$ cat config.mk
export PLATFORM = sky130hd
export DESIGN_NAME = acr_top
export DESIGN_NICKNAME = d
export VERILOG_FILES = /design/src/rtl/acr_pkg.sv /design/src/rtl/acr_clk_div.sv /design/src/rtl/acr_top.sv
export SDC_FILE = /design/constraint.sdc
export NUM_CORES = 1
export LEC_CHECK = 0
export BUFFER_PORTS_ARGS = -buffer_cell sky130_fd_sc_hd__buf_2
export CAP_MARGIN = 10
export CORE_ASPECT_RATIO = 0.6
export CORE_MARGIN = 2
export CORE_UTILIZATION = 47
export CTS_CLUSTER_DIAMETER = 40
export DETAILED_ROUTE_END_ITERATION = 8
export PLACE_DENSITY = 0.8
export RECOVER_POWER = 100
export SLEW_MARGIN = 25
export SYNTH_ARGS = -nofsm -noshare
export SYNTH_HDL_FRONTEND = slang
export SYNTH_SLANG_ARGS = --single-unit
$ cat constraint.sdc
create_clock -name ref_clk -period 2 [get_ports ref_clk]
set_input_delay 0.1 -clock ref_clk [delete_from_list [all_inputs] [get_ports ref_clk]]
set_output_delay 0.1 -clock ref_clk [all_outputs]
set_load 0.05 [all_outputs]
$ cat src/rtl/acr_pkg.sv
// Constants, register map and state codes of the converter control block.
// Overview of operation
// - Result left-justified, low nibble reads zero.
// - Result bytes are read-only to software.
// - Start high then low launches conversion.
// - Start held high resets converter, busy set.
// - Busy flag reads one while converting; resets one.
// - Small variant: 3-bit channel, codes 6,7 amplifiers.
// - Large variant: 4-bit channel, amplifiers, inputs 6-7.
// - Unused control bits read as zero.
// - Setup bit 7 reads one, bits 4-3 zero.
// - Power-off bit zero powers converter; resets zero.
// - Reference select: zero supply, one external; resets zero.
// - Three-bit divider picks converter clock ratio.
// - Pin assign bit moves pin to analog input.
// - Analog pin loses its internal pull-high.
// - Pin assign eight bits large, six small.
// - Conversion end clears busy, raises interrupt request.
package acr_pkg;
    localparam int          ADDR_W         = 5;
    localparam logic [4:0]  OFS_RES_HIGH   = 5'h00;
    localparam logic [4:0]  OFS_RES_LOW    = 5'h04;
    localparam logic [4:0]  OFS_CTRL       = 5'h08;
    localparam logic [4:0]  OFS_SETUP      = 5'h0c;
    localparam logic [4:0]  OFS_PIN        = 5'h10;
    localparam int          CTRL_START_BIT = 7;
    localparam int          CTRL_BUSY_BIT  = 6;
    localparam int          SETUP_ONE_BIT  = 7;
    localparam int          SETUP_PWR_BIT  = 6;
    localparam int          SETUP_REF_BIT  = 5;
    localparam logic [3:0]  CH_RST         = 4'h0;
    localparam logic        BUSY_RST       = 1'b1;
    localparam logic        PWR_RST        = 1'b0;
    localparam logic        REF_RST        = 1'b0;
    localparam logic [2:0]  DIV_RST        = 3'h0;
    localparam logic [7:0]  PIN_RST        = 8'h00;
    localparam logic [3:0]  CH_MASK_SMALL  = 4'h7;
    localparam logic [3:0]  CH_MASK_LARGE  = 4'hf;
    localparam logic [7:0]  PIN_MASK_SMALL = 8'h3f;
    localparam logic [7:0]  PIN_MASK_LARGE = 8'hff;
    localparam logic [3:0]  CH_EXT_LAST    = 4'h5;
    localparam logic [3:0]  CH_AMP1        = 4'h6;
    localparam logic [3:0]  CH_AMP2        = 4'h7;
    localparam logic [3:0]  CH_IN6         = 4'h8;
    localparam logic [3:0]  CH_IN7         = 4'h9;
    localparam logic [2:0]  DIV_BY2        = 3'h0;
    localparam logic [2:0]  DIV_BY8        = 3'h1;
    localparam logic [2:0]  DIV_BY32       = 3'h2;
    localparam logic [2:0]  DIV_BY1        = 3'h4;
    localparam logic [2:0]  DIV_BY4        = 3'h5;
    localparam logic [2:0]  DIV_BY16       = 3'h6;
    typedef enum logic [2:0] {
        ST_IDLE = 3'b001,
        ST_HOLD = 3'b010,
        ST_CONV = 3'b100
    } acr_state_t;
endpackage

$ cat src/rtl/acr_clk_div.sv
// Converter clock divider producing one tick per converter clock period.
`timescale 1ns/1ps
module acr_clk_div
    import acr_pkg::*;
(
    input  wire logic       ref_clk,  // System clock.
    input  wire logic       rst_n,    // Synchronised reset, active low.
    input  wire logic       enable,   // Run the divider.
    input  wire logic [2:0] div_code, // Divider selection code.
    output logic            tick      // One-cycle converter clock tick.
);
    logic [5:0] ratio;
    logic [4:0] cnt_ff;
    logic [4:0] nxt_cnt;
    logic       tick_ff;
    logic       nxt_tick;

    always_comb begin
        case (div_code)
            DIV_BY1:  ratio = 6'h01;
            DIV_BY2:  ratio = 6'h02;
            DIV_BY4:  ratio = 6'h04;
            DIV_BY8:  ratio = 6'h08;
            DIV_BY16: ratio = 6'h10;
            DIV_BY32: ratio = 6'h20;
            default:  ratio = 6'h00;
        endcase
    end

    // Undefined codes give no ticks, so the converter stalls rather than runs fast.
    always_comb begin
        nxt_cnt  = cnt_ff;
        nxt_tick = 1'b0;
        if (!enable || ratio == 6'h00) begin
            nxt_cnt = 5'h00;
        end else if ({1'b0, cnt_ff} == ratio - 6'h01) begin
            nxt_cnt  = 5'h00;
            nxt_tick = 1'b1;
        end else begin
            nxt_cnt = cnt_ff + 5'h01;
        end
    end

    always_ff @(posedge ref_clk or negedge rst_n) begin
        if (!rst_n) begin
            cnt_ff  <= 5'h00;
            tick_ff <= 1'b0;
        end else begin
            cnt_ff  <= nxt_cnt;
            tick_ff <= nxt_tick;
        end
    end

    assign tick = tick_ff;
endmodule

$ cat src/rtl/acr_top.sv
// Converter control registers with Avalon-MM slave and conversion sequencing.
//
// Local design decisions: the Avalon-MM slave port and the register addresses.
`timescale 1ns/1ps
module acr_top
    import acr_pkg::*;
#(
    parameter bit LARGE_VARIANT = 1'b1 // One selects the ten-channel variant.
)
(
    input  wire logic        ref_clk,           // System clock, 20 MHz.
    input  wire logic        rstn,              // Reset, active low, asynchronous.
    input  wire logic [4:0]  avs_address,       // Byte address.
    input  wire logic        avs_read,          // Read request.
    input  wire logic        avs_write,         // Write request.
    input  wire logic [31:0] avs_writedata,     // Write data.
    input  wire logic [3:0]  avs_byteenable,    // Byte enables.
    output logic [31:0]      avs_readdata,      // Read data.
    output logic             avs_waitrequest,   // Stall request.
    input  wire logic        core_done,         // Converter finished, one cycle.
    input  wire logic [11:0] core_data,         // Converter result.
    output logic             core_reset,        // Hold converter in reset.
    output logic             core_start,        // Launch conversion, one cycle.
    output logic             conv_clk_tick,     // Converter clock tick.
    output logic             converter_power_off, // Converter switched off.
    output logic             reference_select,  // Reference source choice.
    output logic [7:0]       analog_inputs_sel, // External input select.
    output logic             amp1_output_sel,   // First amplifier selected.
    output logic             amp2_output_sel,   // Second amplifier selected.
    output logic [7:0]       pin_analog_enable, // Pin taken as analog input.
    output logic [7:0]       pin_digital_off,   // Pin digital role removed.
    output logic [7:0]       pin_pullup_off,    // Pin pull-high disconnected.
    output logic             conv_irq_req       // End of conversion, one cycle.
);
    ////////////////////////////////////////////////////////////////////////////
    logic rst_meta_ff;
    logic rst_n_ff;

    always_ff @(posedge ref_clk or negedge rstn) begin
        if (!rstn) begin
            rst_meta_ff <= 1'b0;
            rst_n_ff    <= 1'b0;
        end else begin
            rst_meta_ff <= 1'b1;
            rst_n_ff    <= rst_meta_ff;
        end
    end

    ////////////////////////////////////////////////////////////////////////////
    localparam logic [3:0] CH_MASK  = LARGE_VARIANT ? CH_MASK_LARGE : CH_MASK_SMALL;
    localparam logic [7:0] PIN_MASK = LARGE_VARIANT ? PIN_MASK_LARGE : PIN_MASK_SMALL;

    logic        ack_ff;
    logic        nxt_ack;
    logic [31:0] rdata_ff;
    logic [31:0] nxt_rdata;
    logic [7:0]  rd_byte;
    logic        wr_ok;

    logic        start_ff;
    logic        nxt_start;
    logic [3:0]  chan_ff;
    logic [3:0]  nxt_chan;
    logic        pwr_off_ff;
    logic        nxt_pwr_off;
    logic        ref_sel_ff;
    logic        nxt_ref_sel;
    logic [2:0]  div_ff;
    logic [2:0]  nxt_div;
    logic [7:0]  pin_ff;
    logic [7:0]  nxt_pin;

    acr_state_t  state_ff;
    acr_state_t  nxt_state;
    logic        busy_ff;
    logic        nxt_busy;
    logic        launch_ff;
    logic        nxt_launch;
    logic        done_ff;
    logic        nxt_done;
    logic [11:0] result_ff;
    logic [11:0] nxt_result;

    ////////////////////////////////////////////////////////////////////////////
    // One wait state: the request is seen, then answered on the following edge.
    assign avs_waitrequest = (avs_read | avs_write) & ~ack_ff;
    assign avs_readdata    = rdata_ff;
    assign wr_ok           = avs_write & ack_ff & avs_byteenable[0];

    always_comb begin
        rd_byte = 8'h00;
        if (avs_address == OFS_RES_HIGH) begin
            rd_byte = result_ff[11:4];
        end else if (avs_address == OFS_RES_LOW) begin
            rd_byte = {result_ff[3:0], 4'h0};
        end else if (avs_address == OFS_CTRL) begin
            rd_byte = {start_ff, busy_ff, 2'b00, chan_ff & CH_MASK};
        end else if (avs_address == OFS_SETUP) begin
            rd_byte = {1'b1, pwr_off_ff, ref_sel_ff, 2'b00, div_ff};
        end else if (avs_address == OFS_PIN) begin
            rd_byte = pin_ff & PIN_MASK;
        end
    end

    always_comb begin
        nxt_ack   = (avs_read | avs_write) & ~ack_ff;
        nxt_rdata = rdata_ff;
        if (avs_read & ~ack_ff) begin
            nxt_rdata = {24'h000000, rd_byte};
        end
    end

    always_ff @(posedge ref_clk or negedge rst_n_ff) begin
        if (!rst_n_ff) begin
            ack_ff   <= 1'b0;
            rdata_ff <= 32'h00000000;
        end else begin
            ack_ff   <= nxt_ack;
            rdata_ff <= nxt_rdata;
        end
    end

    ////////////////////////////////////////////////////////////////////////////
    // Result offsets have no write path at all.
    always_comb begin
        nxt_start   = start_ff;
        nxt_chan    = chan_ff;
        nxt_pwr_off = pwr_off_ff;
        nxt_ref_sel = ref_sel_ff;
        nxt_div     = div_ff;
        nxt_pin     = pin_ff;
        if (wr_ok) begin
            if (avs_address == OFS_CTRL) begin
                nxt_start = avs_writedata[CTRL_START_BIT];
                nxt_chan  = avs_writedata[3:0] & CH_MASK;
            end else if (avs_address == OFS_SETUP) begin
                nxt_pwr_off = avs_writedata[SETUP_PWR_BIT];
                nxt_ref_sel = avs_writedata[SETUP_REF_BIT];
                nxt_div     = avs_writedata[2:0];
            end else if (avs_address == OFS_PIN) begin
                nxt_pin = avs_writedata[7:0] & PIN_MASK;
            end
        end
    end

    always_ff @(posedge ref_clk or negedge rst_n_ff) begin
        if (!rst_n_ff) begin
            start_ff   <= 1'b0;
            chan_ff    <= CH_RST;
            pwr_off_ff <= PWR_RST;
            ref_sel_ff <= REF_RST;
            div_ff     <= DIV_RST;
            pin_ff     <= PIN_RST;
        end else begin
            start_ff   <= nxt_start;
            chan_ff    <= nxt_chan;
            pwr_off_ff <= nxt_pwr_off;
            ref_sel_ff <= nxt_ref_sel;
            div_ff     <= nxt_div;
            pin_ff     <= nxt_pin;
        end
    end

    ////////////////////////////////////////////////////////////////////////////
    // A start raised during a conversion aborts it and re-enters the hold state.
    always_comb begin
        nxt_state  = state_ff;
        nxt_busy   = busy_ff;
        nxt_launch = 1'b0;
        nxt_done   = 1'b0;
        nxt_result = result_ff;
        case (state_ff)
            ST_IDLE: begin
                if (start_ff) begin
                    nxt_state = ST_HOLD;
                    nxt_busy  = 1'b1;
                end
            end
            ST_HOLD: begin
                nxt_busy = 1'b1;
                if (!start_ff) begin
                    nxt_state  = ST_CONV;
                    nxt_launch = 1'b1;
                end
            end
            ST_CONV: begin
                if (start_ff) begin
                    nxt_state = ST_HOLD;
                    nxt_busy  = 1'b1;
                end else if (core_done) begin
                    nxt_state  = ST_IDLE;
                    nxt_busy   = 1'b0;
                    nxt_done   = 1'b1;
                    nxt_result = core_data;
                end
            end
            default: begin
                nxt_state = ST_IDLE;
            end
        endcase
    end

    always_ff @(posedge ref_clk or negedge rst_n_ff) begin
        if (!rst_n_ff) begin
            state_ff  <= ST_IDLE;
            busy_ff   <= BUSY_RST;
            launch_ff <= 1'b0;
            done_ff   <= 1'b0;
            result_ff <= 12'h000;
        end else begin
            state_ff  <= nxt_state;
            busy_ff   <= nxt_busy;
            launch_ff <= nxt_launch;
            done_ff   <= nxt_done;
            result_ff <= nxt_result;
        end
    end

    assign core_reset   = (state_ff == ST_HOLD);
    assign core_start   = launch_ff;
    assign conv_irq_req = done_ff;

    acr_clk_div u_clk_div (
        .ref_clk  (ref_clk),
        .rst_n    (rst_n_ff),
        .enable   (~pwr_off_ff & (state_ff == ST_CONV)),
        .div_code (div_ff),
        .tick     (conv_clk_tick)
    );

    ////////////////////////////////////////////////////////////////////////////
    assign converter_power_off = pwr_off_ff;
    assign reference_select    = ref_sel_ff;

    always_comb begin
        analog_inputs_sel = 8'h00;
        amp1_output_sel   = 1'b0;
        amp2_output_sel   = 1'b0;
        if (chan_ff <= CH_EXT_LAST) begin
            analog_inputs_sel[chan_ff[2:0]] = 1'b1;
        end else if (chan_ff == CH_AMP1) begin
            amp1_output_sel = 1'b1;
        end else if (chan_ff == CH_AMP2) begin
            amp2_output_sel = 1'b1;
        end else if (LARGE_VARIANT && chan_ff == CH_IN6) begin
            analog_inputs_sel[6] = 1'b1;
        end else if (LARGE_VARIANT && chan_ff == CH_IN7) begin
            analog_inputs_sel[7] = 1'b1;
        end
    end

    for (genvar i = 0; i < 8; i++) begin : g_pin
        assign pin_analog_enable[i] = pin_ff[i] & PIN_MASK[i];
        assign pin_digital_off[i]   = pin_ff[i] & PIN_MASK[i];
        assign pin_pullup_off[i]    = pin_ff[i] & PIN_MASK[i];
    end
endmodule

# Yosys cells after proc, flatten, opt, wreduce, memory -nomap -nowiden
# Index checks and enable logic that the tools add are counted.
# word_totals
ff_bits	53
word_cells	104
out_inout_bits	73
# classes
n_eq_ne	20
n_reduce_logical	13
order_cmp	3
add_sub_neg	2
muxes	38
n_bitwise	11
# ops
operator	n
8-bit 2-to-1 mux	5
6-bit case mux with 6 select lines	1
1-bit 2-to-1 mux	19
3-bit == test (second input constant)	4
3-bit 2-to-1 mux	4
3-bit AND reduction	4
5-bit by 4-bit == test with 1-bit output (second input constant)	2
5-bit 2-to-1 mux	2
3-bit case mux with 3 select lines	1
4-bit by 3-bit == test with 1-bit output (second input constant)	2
4-bit == test (second input constant)	2
3-bit by 1-bit == test with 1-bit output (second input constant)	2
3-bit by 2-bit == test with 1-bit output (second input constant)	2
5-bit by 6-bit == test with 1-bit output	1
6-bit logical NOT	1
2-bit 2-to-1 mux	3
6-bit 2-to-1 mux	1
6-bit by 1-bit subtractor with 6-bit output (second input constant)	1
5-bit by 1-bit adder with 5-bit output (second input constant)	1
1-bit AND	5
5-bit by 3-bit == test with 1-bit output (second input constant)	1
5-bit == test (second input constant)	1
5-bit logical NOT	1
1-bit inverter	5
15 further kinds	16

# Longest topological paths before layout
# Gate-level depths: netlist (run 1).
# depth
ltp_word	6
depth_mapped	8
mapped_depth_nobuf	7

# Hierarchy
# Synthesis (run 1) repeated with hierarchy kept, for this count alone.
# unflattened
hier_cells	271
hier_area_um2	2856.5
# by_module_without_submodules
module	area_each_um2	instances	cells_per_inst
acr_top	2501.1	1	234
acr_clk_div	355.3	1	37

# Worst setup path after synthesis (run 1)
# Ideal clock, no wire load.
# synth_timing
path_kind	register to register
from	reg div_ff[1]
to	reg u_clk_div.tick_ff, in the netlist u_clk_div.tick
period_less_slack_ns	2.207
setup_slack_ns	-0.207
n_path_buf	1
stages_incl_launch_ff	9
t_arrival_ns	2.139
setup_time_ns	0.067
cell_sequence	dfrtp_1 -> buf_4 -> or3_2 -> ha_1 -> xor2_1 -> a211oi_1 -> a31oi_1 -> nor4_4 -> and2_1
# synth_between
elab_chain_len	6
word_cells_on_any_way	13
cone_classes	add/sub: 1; eq/ne: 6; mux: 3; reduce/logical: 3
# synth_rtl
item	line_no	text
start, declared	acr_top.sv:68	logic [2:0] div_ff;
start signal, assigned	acr_top.sv:159	div_ff <= nxt_div;
3-bit by 2-bit == test with 1-bit output, or another cell as far along	acr_clk_div.sv:19	case (div_code)
6-bit case mux with 6 select lines (*)	acr_clk_div.sv:19	
6-bit by 1-bit subtractor with 6-bit output	acr_clk_div.sv:36	end else if ({1'b0, cnt_ff} == ratio - 6'h01) begin
5-bit by 6-bit == test with 1-bit output	acr_clk_div.sv:36	
1-bit 2-to-1 mux	acr_clk_div.sv:36	
1-bit 2-to-1 mux (*)	acr_clk_div.sv:34	if (!enable || ratio == 6'h00) begin
named net u_clk_div.nxt_tick	acr_clk_div.sv:16	logic nxt_tick;
end signal, assigned	acr_clk_div.sv:50	tick_ff <= nxt_tick;
end, declared	acr_clk_div.sv:15	logic tick_ff;
# The timed path passes the listed nets; every way through them passes the cells marked *.
# A chain may end at the register's enable or synchronous reset.

# Final worst setup path (run 1)
# layout_timing
from	reg div_ff[1]
to	reg u_clk_div.cnt_ff[0]
# layout_between
elab_chain_len	6
word_cells_on_any_way	13
cone_classes	add/sub: 1; eq/ne: 6; mux: 3; reduce/logical: 3
# layout_rtl
item	line_no	text
3-bit by 2-bit == test with 1-bit output, or another cell as far along	acr_clk_div.sv:19	
6-bit case mux with 6 select lines (*)	acr_clk_div.sv:19	
6-bit by 1-bit subtractor with 6-bit output	acr_clk_div.sv:36	
5-bit by 6-bit == test with 1-bit output	acr_clk_div.sv:36	
5-bit 2-to-1 mux	acr_clk_div.sv:36	
5-bit 2-to-1 mux (*)	acr_clk_div.sv:34	
named net u_clk_div.nxt_cnt[0]	acr_clk_div.sv:14	logic [4:0] nxt_cnt;
end signal, assigned	acr_clk_div.sv:49	cnt_ff <= nxt_cnt;
end, declared	acr_clk_div.sv:13	logic [4:0] cnt_ff;
# Marks and branches as above.

==> flow_metrics.py, run 1 <==
metrics = {
    "floorplan": {
        "die_h_um": 64.7,
        "start_util_pct": 47.9,
        "die_width_um": 105,
        "core-area_um2": 6030,
        "ios": 131,
        "rows": 22,
        "dieArea_um2": 6810,
    },
    "grt": {
        "grt_pass1_vias": 2150,
        "grt_pass1_wl_mm": 10.6,
        "antenna_found_initial": 0,
        "track_usage_pct": 19.7,
        "grt_max_degree": 27,
        "grt_overflow_total": 0,
    },
    "logic_synthesis": {
        "synth_edf_count": 0,
        "synth_cells": 282,
        "synth_area_leaders": "dfrtp_1, mux2_2, buf_4",
        "synth_top_area_share_pct": 44.2,
        "synth_cell_type_count": 46,
        "synth_seq_cells": 53,
        "ys_warn_count": 0,
        "async_flop_share_pct": 100,
        "mappedNetlistArea_um2": 2890,
        "yosysTopAreaCell": "dfrtp_1",
        "ys_seq_area_share_pct": 46.0,
        "synth_ff_type": "dfrtp_1",
        "syn-mean-instance-area_um2": 10.2,
    },
    "timing": {
        "finalWorstSetupSlack_ns": -0.0939,
        "slew_violations": 0,
        "setup_tns_ns": -0.452,
        "max_slew_margin_pct": 30.8,
        "skew_ns": 0.00498,
        "fmax_mhz": 478,
        "min_period_ns": 2.09,
        "finalCritPeriodShare_pct": 105,
        "finalSetupViolations": 6,
        "worst_pin_slew_ns": 1.04,
        "fin_hold_ws_ns": 0.0262,
        "rsz0062_at_grt": "yes",
        "hold_violations": 0,
    },
    "route": {
        "drt-initial-drc-count": 142,
        "wirelength_mm": 6.36,
        "avgViaCountPerCell": 5.08,
        "antenna_left": 0,
        "dr.pass1.iters": 4,
        "drcViolationCount": 0,
        "routed-via-count": 2282,
        "wire_per_inst_um": 14.2,
    },
    "layout": {
        "nets": 424,
        "drive_gt1_share_pct": 26.6,
        "syn_to_final_growth_pct": 16.0,
        "num_antenna_cells": 0,
    },
    "run_status": {
        "status": "finished, violations left",
        "violations": "setup timing",
    },
    "power_and_ir_drop": {
        "power_density_nw_per_um2": 781,
        "switching_share_pct": 37.4,
        "p_total_mw": 2.62,
        "power.share.sequential_pct": 46.0,
        "clkPwrFrac_pct": 24.8,
        "p_comb_share_pct": 29.2,
        "worst_ir_drop_vdd_mv": 0.556,
        "leakage_nw": 1.57,
        "p_int_mw": 1.64,
        "p_sw_mw": 0.977,
    },
    "placement": {
        "gp_congestion": 0.785,
        "numPortBuffers": 79,
        "place_hpwl_mm": 4.87,
    },
    "clocking": {
        "cts_tree": "done",
        "cts_buffers": 5,
        "clk_pin_slew_worst_paths_ns": 0.09,
        "clock_path_buffers": 2,
        "clk-insertion-delay-late_ns": 0.30,
        "htreeDepth": 2,
        "cts-root-buf": "clkbuf_8",
        "clkSinkCount": 53,
    },
    "worst_setup_path": {
        "arrival_ns": 2.28,
        "startpoint_type": "register",
        "crit_type": "register to register",
        "required_ns": 2.18,
        "endpoint_kind": "register",
        "crit_path_max_fanout": 5,
    },
    "job": {
        "drv_cap": 0,
    },
    "worst_hold_path": {
        "hp-class": "input port to register",
    },
}
## sequential cells by signal, indices dropped and copies added, names as in the netlist
register             count
u_clk_div.tick           1
u_clk_div.cnt_ff         5
div_ff                   3
conv_irq_req             1
pin_analog_enable        8
ack_ff                   1
avs_readdata             8
start_ff                 1
busy_ff                  1
rst_meta_ff              1
result_ff               12
state_ff                 3
converter_power_off      1
rst_n_ff                 1
core_start               1
reference_select         1
chan_ff                  4
## final timing paths
path | start | end | slack, ns | cells after the start
worst max register to register | div_ff[1] | u_clk_div.cnt_ff[0] | -0.09 | 8
worst min-delay path | core_data[0] | result_ff[0] | 0.03 | 2
worst max-delay path | div_ff[1] | u_clk_div.cnt_ff[0] | -0.09 | 8
min in group asynchronous | rstn | rst_meta_ff | 0.10 | 2
max in group asynchronous | rst_n_ff | u_clk_div.cnt_ff[2] | 0.49 | 1
worst min register to register | rst_meta_ff | rst_n_ff | 0.36 | 0
## worst max-delay path, stage by stage, from the launching register on
cell     delay (ns)
dfrtp_1        0.40
or3b_4         0.43
ha_4           0.20
nor3b_1        0.14
a31oi_1        0.20
a21oi_2        0.10
nor4_4         0.30
buf_4          0.17
nor3b_1        0.05
## cell usage after synthesis (3+ instances only)
| cell | number |
|---|---|
| dfrtp_1 | 51 |
| buf_4 | 43 |
| mux2_2 | 30 |
| nor2_1 | 26 |
| nand2_1 | 19 |
| o21ai_0 | 17 |
| a21oi_1 | 10 |
| nor3_1 | 10 |
| nand2b_1 | 7 |
| inv_1 | 5 |
| nand3_1 | 5 |
| clkbuf_1 | 4 |
| xnor2_1 | 4 |
| a22o_1 | 3 |
| a31oi_1 | 3 |
| and3_1 | 3 |
| nor4_1 | 3 |
| o31ai_1 | 3 |
| xor2_1 | 3 |
## layer usage
metal	share of wire, %	track usage (%)	wire, µm
met3	6.1	3.32	386
met5	0	0	0
met2	46	32.2	2930
met1	47	27.9	3020
met4	0.31	4.33	20
## through the flow
step / cells / util [%] / area (µm²) / setup slack [ns]
4_1_cts: 447 / 56.6 / 3410 / -0.0616
3_3_place_gp: 433 / 54.0 / 3260 / -0.0437
2_1_floorplan: 305 / - / 3000 / -0.0512
5_1_grt: 449 / 55.5 / 3350 / -0.164
6_report: 449 / 55.5 / 3350 / -0.0939
3_5_place_dp: 433 / 54.0 / 3260 / -0.0837
## cell families (layout without fill, tap and decap cells)
| kind of cell | count (synthesis) | after routing | share of synthesized area [%] |
|---|---|---|---|
| flops | 53 | 53 | 46.0 |
| mux | 30 | 30 | 11.7 |
| simple gates | 90 | 90 | 16.2 |
| other cells | 2 | 25 | 0.260 |
| compound gates | 44 | 44 | 9.71 |
| buf+inv | 53 | 113 | 12.5 |
| fa+ha+maj | 2 | 2 | 0.867 |
| xor+xnor | 8 | 8 | 2.69 |
## power by group through the flow
stage | logic, mW | registers (mW) | clock network [mW]
floorplan | 0.535 | 1.34 | 0
global placement | 0.746 | 1.22 | 0
detailed placement | 0.761 | 1.22 | 0
CTS | 0.779 | 1.20 | 0.665
global route | 0.813 | 1.22 | 0.740
finish | 0.765 | 1.20 | 0.648
## area by class of cell
| cell class | instances | area [µm²] |
|---|---|---|
| Fill cell | 571 | 2680 |
| Multi-Input combinational cell | 199 | 1310 |
| Clock inverter | 1 | 5.00 |
| Sequential cell | 53 | 1330 |
| Tap cell | 84 | 105 |
| Clock buffer | 7 | 96.3 |
| Timing Repair Buffer | 100 | 479 |
| Inverter | 5 | 18.8 |
## what timing repair did
action                                  CTS  global route
hold endpoints to repair                  2             0
pin swaps                                 1             0
setup buffers                             5             2
hold buffers                              1             0
cloned                                    0             0
resized for setup                         1             0
endpoints found under the setup margin    6             6
## layout by cell type (no fill, tap or decap), types with 2 or more instances in the layout
cell,n
clkbuf_1,53
dfrtp_1,51
mux2_2,30
buf_2,28
nor2_1,26
conb_1,25
nand2_1,20
o21ai_0,17
buf_4,16
nor3_1,10
a21oi_1,9
nand2b_1,7
clkbuf_8,7
inv_1,5
nand3_1,5
xnor2_1,4
a31oi_1,3
and3_1,3
o31ai_1,3
a22o_1,3
nor3b_1,2
xor2_1,2
and2_1,2
nor4_1,2
or3_1,2
clkbuf_2,2
No activity file was read; power rests on OpenSTA's default activity.
==> inputs of run 2 (changes only) <==
SETUP_SLACK_MARGIN = 0.3   (was default)
==> run 2 against run 1 <==
The run still ends with setup timing left. Largest power group unchanged. Hold slack lost 0.0020 ns. Critical path type unchanged. Sequential power is essentially flat. Wire length down 0.20%. Non-clock buffer count shrank 1.
==> flow_metrics.py, run 2 (synthesized netlist as in run 1, its figures left out) <==
metrics = {
    "timing": {
        "rsz0062_at_grt": "yes",
        "fmax_mhz": 472,
        "setup_tns_ns": -0.543,
        "finalSetupViolations": 6,
        "worst_pin_slew_ns": 0.910,
        "finalCritPeriodShare_pct": 106,
        "slew_violations": 0,
        "max_slew_margin_pct": 39.3,
        "min_period_ns": 2.12,
        "fin_hold_ws_ns": 0.0242,
        "finalWorstSetupSlack_ns": -0.118,
        "skew_ns": 0.00497,
        "hold_violations": 0,
    },
    "worst_setup_path": {
        "r2r_start": "div_ff[1]",
        "reg2reg_to": "u_clk_div.tick",
        "required_ns": 2.25,
        "crit_path_max_fanout": 5,
        "reg2reg_slack_ns": -0.12,
        "crit_type": "register to register",
        "rr_worst_depth": 8,
        "arrival_ns": 2.36,
        "startpoint_type": "register",
        "endpoint_kind": "register",
        "critPathLaunch": "div_ff[1]",
    },
    "floorplan": {
        "ios": 131,
        "die_h_um": 64.7,
        "core-area_um2": 6030,
        "rows": 22,
        "start_util_pct": 47.9,
        "dieArea_um2": 6810,
        "die_width_um": 105,
    },
    "placement": {
        "numPortBuffers": 79,
        "gp_congestion": 0.865,
        "place_hpwl_mm": 4.81,
        "dp_slack_ns": -0.135,
        "placedInstanceArea_um2": 3290,
        "dp.cells": 433,
    },
    "layout": {
        "largest_register_ffs": 12,
        "nets": 423,
        "utilization_pct": 56.9,
        "syn_to_final_growth_pct": 18.8,
        "largest-register": "result_ff",
        "layout_common_cells": "dfrtp_1, clkbuf_1, buf_2, mux2_2, nor2_1",
        "stdcell_count": 448,
        "num_antenna_cells": 0,
        "fin_area_um2": 3430,
        "mostFrequentLayoutCell": "dfrtp_1",
        "drive_gt1_share_pct": 32.4,
    },
    "route": {
        "dr.pass1.iters": 4,
        "avgViaCountPerCell": 5.09,
        "wl_met1_mm": 3.00,
        "antenna_left": 0,
        "wire_per_inst_um": 14.2,
        "route.top_layer_used": "met4",
        "wirelength_mm": 6.35,
        "drcViolationCount": 0,
        "drt-initial-drc-count": 88,
        "met3_length_um": 362,
        "routed-via-count": 2281,
        "wl_met2_mm": 2.97,
    },
    "power_and_ir_drop": {
        "switching_share_pct": 36.0,
        "power.share.sequential_pct": 44.3,
        "p_int_mw": 1.74,
        "worst_ir_drop_vdd_mv": 0.469,
        "power_density_nw_per_um2": 793,
        "leakage_nw": 1.65,
        "p_comb_share_pct": 28.4,
        "clkPwrFrac_pct": 27.2,
        "p_sw_mw": 0.980,
        "p_total_mw": 2.72,
    },
    "worst_hold_path": {
        "hold_start": "core_data[1]",
        "hp-class": "input port to register",
        "whs_endpoint": "result_ff[1]",
        "holdPathStages": 2,
    },
    "clocking": {
        "clkSinkCount": 53,
        "clk_pin_slew_worst_paths_ns": 0.09,
        "cts-root-buf": "clkbuf_8",
        "clock_path_buffers": 2,
        "clk-insertion-delay-late_ns": 0.30,
        "htreeDepth": 2,
        "cts_buffers": 5,
        "cts_tree": "done",
    },
    "grt": {
        "antenna_found_initial": 0,
        "grt_max_degree": 30,
        "track_usage_pct": 19.2,
        "grt_overflow_total": 0,
        "grt_pass1_wl_mm": 10.4,
        "grt_pass1_vias": 2190,
    },
    "run_status": {
        "violations": "setup timing",
        "status": "finished, violations left",
    },
    "job": {
        "drv_cap": 0,
    },
}
[run 2: cell types whose count changed in the layout (fill, tap and decap cells not counted), moves of 2 or more]
cell | before | now
clkbuf_1 | 53 | 41
buf_2 | 28 | 40
nor3b_1 | 2 | 0
nor3_2 | 1 | 7
nor3_1 | 10 | 4
[run 2: layout make-up]
type	instances	area, µm²
Fill cell	537	2600
Multi-Input combinational cell	199	1370
Sequential cell	53	1330
Timing Repair Buffer	99	493
Tap cell	84	105
Clock buffer	7	86.3
Clock inverter	1	30.0
Inverter	5	18.8
[run 2: how the worst max path moves through the flow]
stage                                end
after floorplan           u_clk_div.tick
after global placement    u_clk_div.tick
after detailed placement  u_clk_div.tick
after CTS                 u_clk_div.tick
after global routing      u_clk_div.tick
final                     u_clk_div.tick
[run 2: power by group through the flow]
stage / logic, mW / clock network, mW / registers (mW)
finish: 0.774 / 0.741 / 1.21
global placement: 0.754 / 0 / 1.22
global route: 0.822 / 0.806 / 1.22
CTS: 0.780 / 0.756 / 1.21
floorplan: 0.537 / 0 / 1.34
detailed placement: 0.768 / 0 / 1.23
[run 2: routing by layer]
metal	vias up	GRT usage, %
li1	1073	-
met1	1128	25.9
met2	78	32.3
met3	2	4.12
met4	0	4.00
met5	-	0
[run 2: what timing repair did]
action,CTS,global route
endpoints found under the setup margin,6,15
resized for setup,1,10
hold buffers,1,0
cloned,0,1
pin swaps,2,2
setup buffers,4,1
endpoints found under the hold margin,2,0
[run 2: worst max-delay path: stages, from the launching register on]
cell and delay (ns):
dfrtp_1 0.40, or3b_4 0.42, ha_4 0.20, nor3b_4 0.15, a31oi_2 0.18, a21oi_2 0.11
nor4_4 0.30, buf_4 0.17, and2_4 0.13
